$ cat config.mk
export PLATFORM = sky130hd
export DESIGN_NAME = rcs_ctrl_regs
export DESIGN_NICKNAME = d
export VERILOG_FILES = /design/src/hw/rcs_pkg.sv /design/src/hw/rcs_ctrl_regs.sv
export SDC_FILE = /design/constraint.sdc
export NUM_CORES = 1
export LEC_CHECK = 0
export ABC_AREA = 1
export BUFFER_PORTS_ARGS = -buffer_cell sky130_fd_sc_hd__clkbuf_2
export CAP_MARGIN = 20
export CORE_MARGIN = 5
export CORE_UTILIZATION = 40
export CTS_CLUSTER_SIZE = 25
export DETAILED_ROUTE_END_ITERATION = 12
export PLACE_DENSITY_LB_ADDON = 0.15
export SETUP_SLACK_MARGIN = 0.15
export SLEW_MARGIN = 20
export SYNTH_ARGS = -nofsm -noshare
export SYNTH_HDL_FRONTEND = slang
export SYNTH_SLANG_ARGS = --single-unit
$ cat constraint.sdc
create_clock -name mclk -period 2.7 [get_ports mclk]
set_input_delay 0.135 -clock mclk [delete_from_list [all_inputs] [get_ports mclk]]
set_output_delay 0.135 -clock mclk [all_outputs]
set_load 0.01 [all_outputs]
$ cat src/hw/rcs_pkg.sv
// Constants and carrier types for the clock control/status register block.
// Assumes a 125 MHz system clock and a host on an indexed byte-wide bus.
package rcs_pkg;

  // Time base
  localparam int unsigned CLK_HZ          = 125000000;
  localparam int unsigned BASE_HZ         = 32768;
  localparam int unsigned TICK_DIV        = CLK_HZ / BASE_HZ;
  localparam logic [11:0] TICK_LAST       = 12'(TICK_DIV - 1);
  localparam int unsigned PEND_LEAD_US    = 244;
  localparam int unsigned PEND_LEAD_TICKS =
    (PEND_LEAD_US * BASE_HZ + 999999) / 1000000;
  localparam int unsigned FIRST_UPDATE_MS = 500;
  localparam logic [14:0] DIV_PRESET      =
    15'(FIRST_UPDATE_MS * BASE_HZ / 1000);
  localparam logic [14:0] DIV_LAST        = 15'h7fff;
  localparam logic [14:0] PEND_START      = 15'(BASE_HZ - PEND_LEAD_TICKS);

  // Register indices behind the index register
  localparam logic [7:0] IDX_A = 8'h0a;
  localparam logic [7:0] IDX_B = 8'h0b;
  localparam logic [7:0] IDX_C = 8'h0c;
  localparam logic [7:0] IDX_D = 8'h0d;

  // Field encodings
  localparam logic [2:0] DV_RUN      = 3'b010;
  localparam logic [1:0] DV_HOLD_TOP = 2'b11;
  localparam logic [3:0] RS_NONE     = 4'h0;
  localparam logic [3:0] RS_DUP_256  = 4'h1;
  localparam logic [3:0] RS_DUP_128  = 4'h2;
  localparam logic [3:0] TAP_256     = 4'h6;
  localparam logic [3:0] TAP_128     = 4'h7;
  localparam logic [3:0] TAP_OFFSET  = 4'h2;
  localparam logic [1:0] ALARM_WILD  = 2'b11;

  typedef struct packed {
    logic       update_pending;
    logic [2:0] divider_ctrl;
    logic [3:0] rate_sel;
  } rcs_rega_type;

  typedef struct packed {
    logic update_freeze;
    logic periodic_en;
    logic alarm_en;
    logic update_end_en;
    logic sqw_en;
    logic data_format;
    logic hour_format;
    logic dst_en;
  } rcs_regb_type;

  typedef struct packed {
    logic periodic_flag;
    logic alarm_flag;
    logic update_end_flag;
  } rcs_flags_type;

  localparam rcs_rega_type  RA_RST    = '{default: 1'b0};
  localparam rcs_regb_type  RB_RST    = '{default: 1'b0};
  localparam rcs_flags_type FLAGS_RST = '{default: 1'b0};

  typedef struct packed {
    logic       ram_select_n;
    logic       rtc_select_n;
    logic       addr0;
    logic       rd_n;
    logic       wr_n;
    logic [7:0] data_in;
  } rcs_bus_in_type;

  typedef struct packed {
    logic [7:0] sec;
    logic [7:0] min;
    logic [7:0] hour;
    logic [7:0] alarm_sec;
    logic [7:0] alarm_min;
    logic [7:0] alarm_hour;
  } rcs_time_type;

  typedef struct packed {
    logic osc_run;
    logic chain_reset;
    logic update_strobe;
    logic data_format;
    logic hour_format;
    logic dst_en;
  } rcs_core_ctrl_type;

  typedef struct packed {
    logic          wr_act;
    logic          a0;
    logic [7:0]    din;
    logic [7:0]    index;
    rcs_rega_type  ra;
    rcs_regb_type  rb;
    rcs_flags_type flags;
    rcs_flags_type hold;
    logic          c_reading;
    logic [11:0]   tick_cnt;
    logic [14:0]   div;
    logic          tap_d;
    logic          batt;
    logic [7:0]    dout;
    logic          doe;
    logic          irq_n;
    logic          wave;
    logic          osc_run;
    logic          chain_reset;
    logic          upd_strobe;
  } rcs_state_type;

  localparam rcs_state_type STATE_RST = '{
    ra: RA_RST, rb: RB_RST, flags: FLAGS_RST, hold: FLAGS_RST,
    irq_n: 1'b1, default: '0};

endpackage

$ cat src/hw/rcs_ctrl_regs.sv
// Control and status registers of a real-time clock: divider control,
// rate select, modes, read-to-clear flags, battery status.
// Assumes bus pins synchronous to mclk; time bytes come from a core outside.
module rcs_ctrl_regs (
  input  wire logic                       mclk,
  input  wire logic                       nrst,
  input  wire rcs_pkg::rcs_bus_in_type    bus_in,
  output logic [7:0]                      data_out,
  output logic                            data_oe,
  output logic                            irq_n,
  output logic                            square_wave_out,
  input  wire logic                       battery_valid,
  input  wire rcs_pkg::rcs_time_type      time_in,
  output rcs_pkg::rcs_core_ctrl_type      core_ctrl
);

  rcs_pkg::rcs_state_type s_r;
  rcs_pkg::rcs_state_type s_nxt;

  function automatic logic [3:0] tap_index(input logic [3:0] rs);
    if (rs == rcs_pkg::RS_DUP_256) begin
      tap_index = rcs_pkg::TAP_256;
    end else if (rs == rcs_pkg::RS_DUP_128) begin
      tap_index = rcs_pkg::TAP_128;
    end else begin
      tap_index = rs - rcs_pkg::TAP_OFFSET;
    end
  endfunction

  function automatic logic alarm_hit(input logic [7:0] t,
                                     input logic [7:0] a);
    alarm_hit = (a[7:6] == rcs_pkg::ALARM_WILD) || (a == t);
  endfunction

  function automatic rcs_pkg::rcs_flags_type enables(
      input rcs_pkg::rcs_regb_type rb);
    enables = {rb.periodic_en, rb.alarm_en, rb.update_end_en};
  endfunction

  function automatic logic osc_on(input logic [2:0] dv);
    osc_on = (dv == rcs_pkg::DV_RUN) || (dv[2:1] == rcs_pkg::DV_HOLD_TOP);
  endfunction

  logic                   run;
  logic                   tick;
  logic                   tap;
  logic                   upd_evt;
  logic                   wr_end;
  logic                   rd_now;
  logic                   rd_c;
  logic                   intr_request_flag;
  logic [7:0]             rd_data;
  rcs_pkg::rcs_flags_type ev;

  always_comb begin
    s_nxt = s_r;
    s_nxt.upd_strobe = 1'b0;

    // Time base and divider chain
    run  = (s_r.ra.divider_ctrl == rcs_pkg::DV_RUN);
    tick = osc_on(s_r.ra.divider_ctrl) &&
           (s_r.tick_cnt == rcs_pkg::TICK_LAST);
    if (!osc_on(s_r.ra.divider_ctrl) || tick) begin
      s_nxt.tick_cnt = '0;
    end else begin
      s_nxt.tick_cnt = s_r.tick_cnt + 12'h001;
    end
    // Held at the half-second point so the first wrap lands 500 ms on
    if (!run) begin
      s_nxt.div = rcs_pkg::DIV_PRESET;
    end else if (tick) begin
      s_nxt.div = s_r.div + 15'h0001;
    end
    upd_evt = run && tick && (s_r.div == rcs_pkg::DIV_LAST);
    s_nxt.upd_strobe = upd_evt && !s_r.rb.update_freeze;

    // Rate tap shared by square wave and periodic flag; a stopped chain
    // shows no tap, so a stale divider value cannot glitch the pin
    if (!run || s_r.ra.rate_sel == rcs_pkg::RS_NONE) begin
      tap = 1'b0;
    end else begin
      tap = s_r.div[tap_index(s_r.ra.rate_sel)];
    end
    s_nxt.tap_d = tap;

    ev.periodic_flag   = tap && !s_r.tap_d;
    ev.alarm_flag      = upd_evt &&
                         alarm_hit(time_in.sec, time_in.alarm_sec) &&
                         alarm_hit(time_in.min, time_in.alarm_min) &&
                         alarm_hit(time_in.hour, time_in.alarm_hour);
    ev.update_end_flag = upd_evt;

    // Host bus: writes commit on the rising edge of the write strobe
    s_nxt.wr_act = !bus_in.wr_n && !bus_in.rtc_select_n;
    s_nxt.a0     = bus_in.addr0;
    s_nxt.din    = bus_in.data_in;
    wr_end = s_r.wr_act && bus_in.wr_n;
    if (wr_end && !s_r.a0) begin
      s_nxt.index = s_r.din;
    end else if (wr_end && s_r.index == rcs_pkg::IDX_A) begin
      s_nxt.ra.divider_ctrl = s_r.din[6:4];
      s_nxt.ra.rate_sel     = s_r.din[3:0];
    end else if (wr_end && s_r.index == rcs_pkg::IDX_B) begin
      s_nxt.rb = s_r.din;
      if (s_r.din[7] && !s_r.rb.update_freeze) begin
        s_nxt.rb.update_end_en = 1'b0;
      end
    end

    // Transfer warning window, dropped at once by freeze
    s_nxt.ra.update_pending = (s_nxt.ra.divider_ctrl == rcs_pkg::DV_RUN) &&
                              !s_nxt.rb.update_freeze &&
                              (s_nxt.div >= rcs_pkg::PEND_START);

    // Flags: frozen during a read of the flag register, cleared at its end
    rd_now = !bus_in.rd_n && !bus_in.rtc_select_n;
    rd_c   = rd_now && bus_in.addr0 && (s_r.index == rcs_pkg::IDX_C);
    if (s_r.c_reading) begin
      if (!rd_c) begin
        s_nxt.flags     = s_r.hold | ev;
        s_nxt.hold      = rcs_pkg::FLAGS_RST;
        s_nxt.c_reading = 1'b0;
      end else begin
        s_nxt.hold = s_r.hold | ev;
      end
    end else if (rd_c) begin
      s_nxt.c_reading = 1'b1;
      s_nxt.hold      = ev;
    end else begin
      s_nxt.flags = s_r.flags | ev;
    end

    intr_request_flag = |(s_r.flags & enables(s_r.rb));
    s_nxt.irq_n = !(|(s_nxt.flags & enables(s_nxt.rb)));

    // Read data
    s_nxt.batt = battery_valid;
    if (!bus_in.addr0) begin
      rd_data = s_r.index;
    end else if (s_r.index == rcs_pkg::IDX_A) begin
      rd_data = s_r.ra;
    end else if (s_r.index == rcs_pkg::IDX_B) begin
      rd_data = s_r.rb;
    end else if (s_r.index == rcs_pkg::IDX_C) begin
      rd_data = {intr_request_flag, s_r.flags, 4'h0};
    end else if (s_r.index == rcs_pkg::IDX_D) begin
      rd_data = {s_r.batt, 7'h00};
    end else begin
      rd_data = 8'h00;
    end
    s_nxt.dout = rd_now ? rd_data : 8'h00;
    s_nxt.doe  = rd_now;

    s_nxt.wave        = s_nxt.rb.sqw_en && tap;
    s_nxt.osc_run     = osc_on(s_nxt.ra.divider_ctrl);
    s_nxt.chain_reset = s_nxt.ra.divider_ctrl != rcs_pkg::DV_RUN;
  end

  // Reset clears enables and flags; other mode bits get defined values
  always_ff @(posedge mclk or negedge nrst) begin
    if (!nrst) begin
      s_r <= rcs_pkg::STATE_RST;
    end else begin
      s_r <= s_nxt;
    end
  end

  assign data_out                = s_r.dout;
  assign data_oe                 = s_r.doe;
  assign irq_n                   = s_r.irq_n;
  assign square_wave_out         = s_r.wave;
  assign core_ctrl               = '{osc_run:       s_r.osc_run,
                                     chain_reset:   s_r.chain_reset,
                                     update_strobe: s_r.upd_strobe,
                                     data_format:   s_r.rb.data_format,
                                     hour_format:   s_r.rb.hour_format,
                                     dst_en:        s_r.rb.dst_en};

endmodule // rcs_ctrl_regs

# --- After elaboration in Yosys (flattened, before gate mapping) ---
# Index checks and enable logic that the tools add are counted.
# Widths: inputs -> output; s select.
totals:
  output_inout_bits: 17
  input_bits: 64
  word_cells: 132
  reg_bits: 84
op_classes:
  n_mux: 26
  n_eq_ne: 19
  n_addsub: 3
  bitwise: 6
  reduce_logical: 43
  magnitude_cmp: 2
op_table:
  columns: ["op", "count"]
  rows:
  - ["$mux 8", 8]
  - ["$mux 15", 3]
  - ["$eq 8x4->1 const B", 4]
  - ["$eq 8x8->1", 3]
  - ["$logic_and 1x1->1", 20]
  - ["$mux 4", 4]
  - ["$add 15x1->15 const B", 1]
  - ["$eq 15x15->1 const B", 1]
  - ["$ge 15x15->1 const B", 1]
  - ["$mux 7", 2]
  - ["$add 12x1->12 const B", 1]
  - ["$eq 12x12->1 const B", 1]
  - ["$mux 12", 1]
  - ["$eq 2x2->1 const B", 5]
  - ["$logic_not 1->1", 10]
  - ["$mux 3", 3]
  - ["$logic_or 1x1->1", 7]
  - ["$and 3x3->3", 2]
  - ["$eq 3x2->1 const B", 2]
  - ["$or 3x3->3", 2]
  - ["$reduce_or 3->1", 2]
  - ["$lt 4x5->1 const B", 1]
  - ["$bmux 1 s4", 1]
  - ["$eq 4x1->1 const B", 1]
  - ["other kinds (9)", 13]

# --- Depth between registers and ports, before layout ---
depth:
  word_depth: 14
  ltp_mapped: 15

# --- Least setup slack after synthesis ---
# OpenSTA, ideal clock, no wires.
synth_timing:
  path_type: "register to register"
  from: "register s_r[32] in the netlist's numbering"
  to: "register s_r[65] in the netlist's numbering"
  required_ps: 2628
  setup_time_ps: 72
  setup_slack_ps: 1028
  path_stages_with_launch: 15
  arrival_time_ps: 1601
  path_cell_list: "dfrtp_1 -> inv_1 -> ha_1 -> nand2_1 -> nor2_1 -> nand3_2 -> nor2_4 -> nand3b_4 -> o21ai_1 -> inv_1 -> nor2_2 -> nand2_1 -> nor2_2 -> nand4_1 -> nor2_1"
synth_rtl:
  columns: ["item", "line_no", "text"]
  rows:
  - ["from (decl)", "rcs_ctrl_regs.sv:17", "rcs_pkg::rcs_state_type s_r;"]
  - ["from (signal assigned)", "rcs_ctrl_regs.sv:162", "s_r <= rcs_pkg::STATE_RST;"]
  - ["from (signal assigned)", "rcs_ctrl_regs.sv:164", "s_r <= s_nxt;"]

==> results.ini <==
[yosys]
synth_top_area_share_pct=43.9
synthTopCellsByCount=156 x nand2_1, 83 x dfrtp_1, 70 x nor2_1
synth_ff_type=dfrtp_1
synth_edf_count=0
async_reset_ff_share_pct=100
synth_area_leaders=dfrtp_1 44%, nand2_1 12%, nor2_1 5.6%, inv_1 5.2%, o21ai_0 3.3%
synth_largest_area_cell=dfrtp_1
synth_most_common_cell=nand2_1
syn_nets=665
seq_area_frac_synth_pct=44.5
yosys_warnings=0
syn_inst=597
synth-seq-cells=84
synthesis.area_um2=4730
yosysUniqueCellTypes=44
avgSynthCellArea_um2=7.92

[job]
cap_violations=0

[grt]
overflow=0
gr-usage-all-layers_pct=15.9
antenna_found_initial=0
grt_pass1_vias=3942
grt_max_degree=37
grt_pass1_wl_um=18400

[timing]
hold_violations=0
period_minus_slack_ns=2.13
worst_pin_slew_ns=0.572
setup_violations=0
clock_skew_ns=0.00898
slew_violations=0
layout_setup_ws_ns=0.572
fmax_mhz=470
rsz0062_at_grt=false
tns_ns=0
relSlewSlack_pct=61.5
fin_crit_sh_pct=78.8

[placed_design]
pre_cts_ws_ns=0.664
place_area_um2=5190
dp.cells=802
place_congestion=0.910
io_buffer_count=79
hpwl_um=8230

[clocking]
cts_tree=built
cts.sinks=84
htreeDepth=3
clk_path_buf_depth=2
clock_latency_ns=0.34
clk_pin_slew_worst_paths_ns=0.07
numCtsBuffers=9
cts_resized=0
root_buffer=clkbuf_16

[routing]
dr.pass1.iters=4
ant_nets=0
vias=3976
viasPerCell=4.79
drc_errors=0
routedWlPerCell_um=12.8
routed_wl_um=10700
drt_iter0_drc=281

[die]
core-area_um2=11500
ios=81
die_w_um=119
core.rowCount=39
start_util_pct=41.1
fp.dieH_um=119
die_area_um2=14100

[layout]
area_growth_pct=18.6
nFillCells=1145
multiInputGateArea_um2=2190
fin_area_um2=5610
diodes=0
final_cell_count_no_fill=830
nets=750
utilization_pct=48.7
drive_above_1_share_pct=21.0
final-seq-area_um2=2100

[worst_setup_path]
worst-path-buf-inv=1
crit-reg2reg-launch=s_r[61]
cp_max_fo=7
slowest_delay_ns=0.40
required_ns=2.97
crit_top_cell=nand2_1
worst_setup_path_end_kind=register
crit_type=register to register
startpoint_type=register
cp_num_cells=12
worstRegToRegCells=12
cp_cell_sequence=nor2_1 > nand2_1 > nand2_1 > inv_1 > nand3_1 > nand3_1 > nand3b_1 > nand4_1 > nand2_1 > nand2_1 > nand2_1 > a21oi_2
critPathLaunch=s_r[61]
critPathSlowestCell=dfrtp_1
arrival_ns=2.39
cp_top_family=simple AND/OR/NAND/NOR gates

[min_path]
hold_start=bus_in[9]
whs_path_depth=3
hold_class=primary input to register

[pwr]
p_leak_uw=0.00280
peakVddDrop_uv=294
powerDensity_nw_per_um2=583

[outcome]
status=complete, no violations

-- path summary, 6_finish.rpt --
kind | end | slack [ns]
min in group asynchronous | core_ctrl[3] | 0.29
worst min-delay path | data_oe | 0.12
worst min register to register | core_ctrl[3] | 0.49
worst max register to register | irq_n | 0.57
worst max-delay path | irq_n | 0.57
max in group asynchronous | s_r[38] | 1.71
-- layer usage --
metal	track usage, %	up-vias	part of all wire (%)
li1	-	2059	-
met1	20.6	1840	46
met2	26.6	67	50
met3	4.20	10	3.5
met4	3.69	0	1.0
met5	0	-	0
-- cell families (layout without fill, tap and decap cells) --
family	after synthesis	count (layout)	synth area share (%)
compound gates	72	72	9.52
buf+inv	96	186	9.15
flops	84	84	44.5
simple gates	311	311	30.2
fa+ha+maj	4	4	1.06
xor+xnor	30	30	5.56
-- flip-flops by register name, indices dropped and copies added (netlist names) --
name and cells:
s_r 67, data_out 8, core_ctrl 6, data_oe 1, irq_n 1, square_wave_out 1
-- placed cells by master (no fill, tap or decap), types with 3 or more instances in the layout --
cell type,count
nand2_1,156
dfrtp_1,83
clkbuf_2,78
nor2_1,70
inv_1,65
o21ai_0,31
nand3_1,27
xor2_1,16
a21oi_1,14
xnor2_1,14
dlygate4sd3_1,12
nor3_1,11
inv_2,9
clkbuf_16,9
nand4_1,7
nand2_2,6
nor2_2,6
buf_4,6
nor3_2,5
nor3b_1,5
nand3_2,4
o221ai_1,4
ha_1,4
nor3_4,3
o21ai_2,3
a211oi_1,3
o211ai_1,3
nand3b_1,3
o21ai_1,3
inv_6,3
-- power breakdown --
group          internal (uW)  switching [uW]  leakage [uW]
combinational            220             316       0.00161
sequential              1380             111       0.00105
clock                    723             517      0.000147
total                   2330             944       0.00280
-- cell type report --
type	count	area share, %
inverter	74	4.95
timing repair buffer	96	9.91
clock inverter	7	1.32
sequential	84	37.5
multi-input combinational	417	39.1
clock buffer	9	4.02
tap	143	3.19
-- through the flow --
step	power [uW]	hold WS (ns)
floorplan	1850	-0.161
global placement	2020	0.112
detailed placement	2040	0.121
CTS	3310	0.108
global route	3460	0.112
finish	3270	0.121
-- worst reg2reg max path, stage by stage (launching register included) --
cell and delay (ns):
dfrtp_1 0.40, nor2_1 0.28, nand2_1 0.12, nand2_1 0.22, inv_1 0.11, nand3_1 0.10, nand3_1 0.09, nand3b_1 0.13
nand4_1 0.25, nand2_1 0.13, nand2_1 0.05, nand2_1 0.10, a21oi_2 0.07
-- what timing repair did --
item | CTS | global route
endpoints found under the hold margin | 43 | 0
buffers inserted | 0 | 0
endpoints found under the setup margin | 0 | 0
hold buffers | 12 | 0
(Power assumes the default switching activity.)
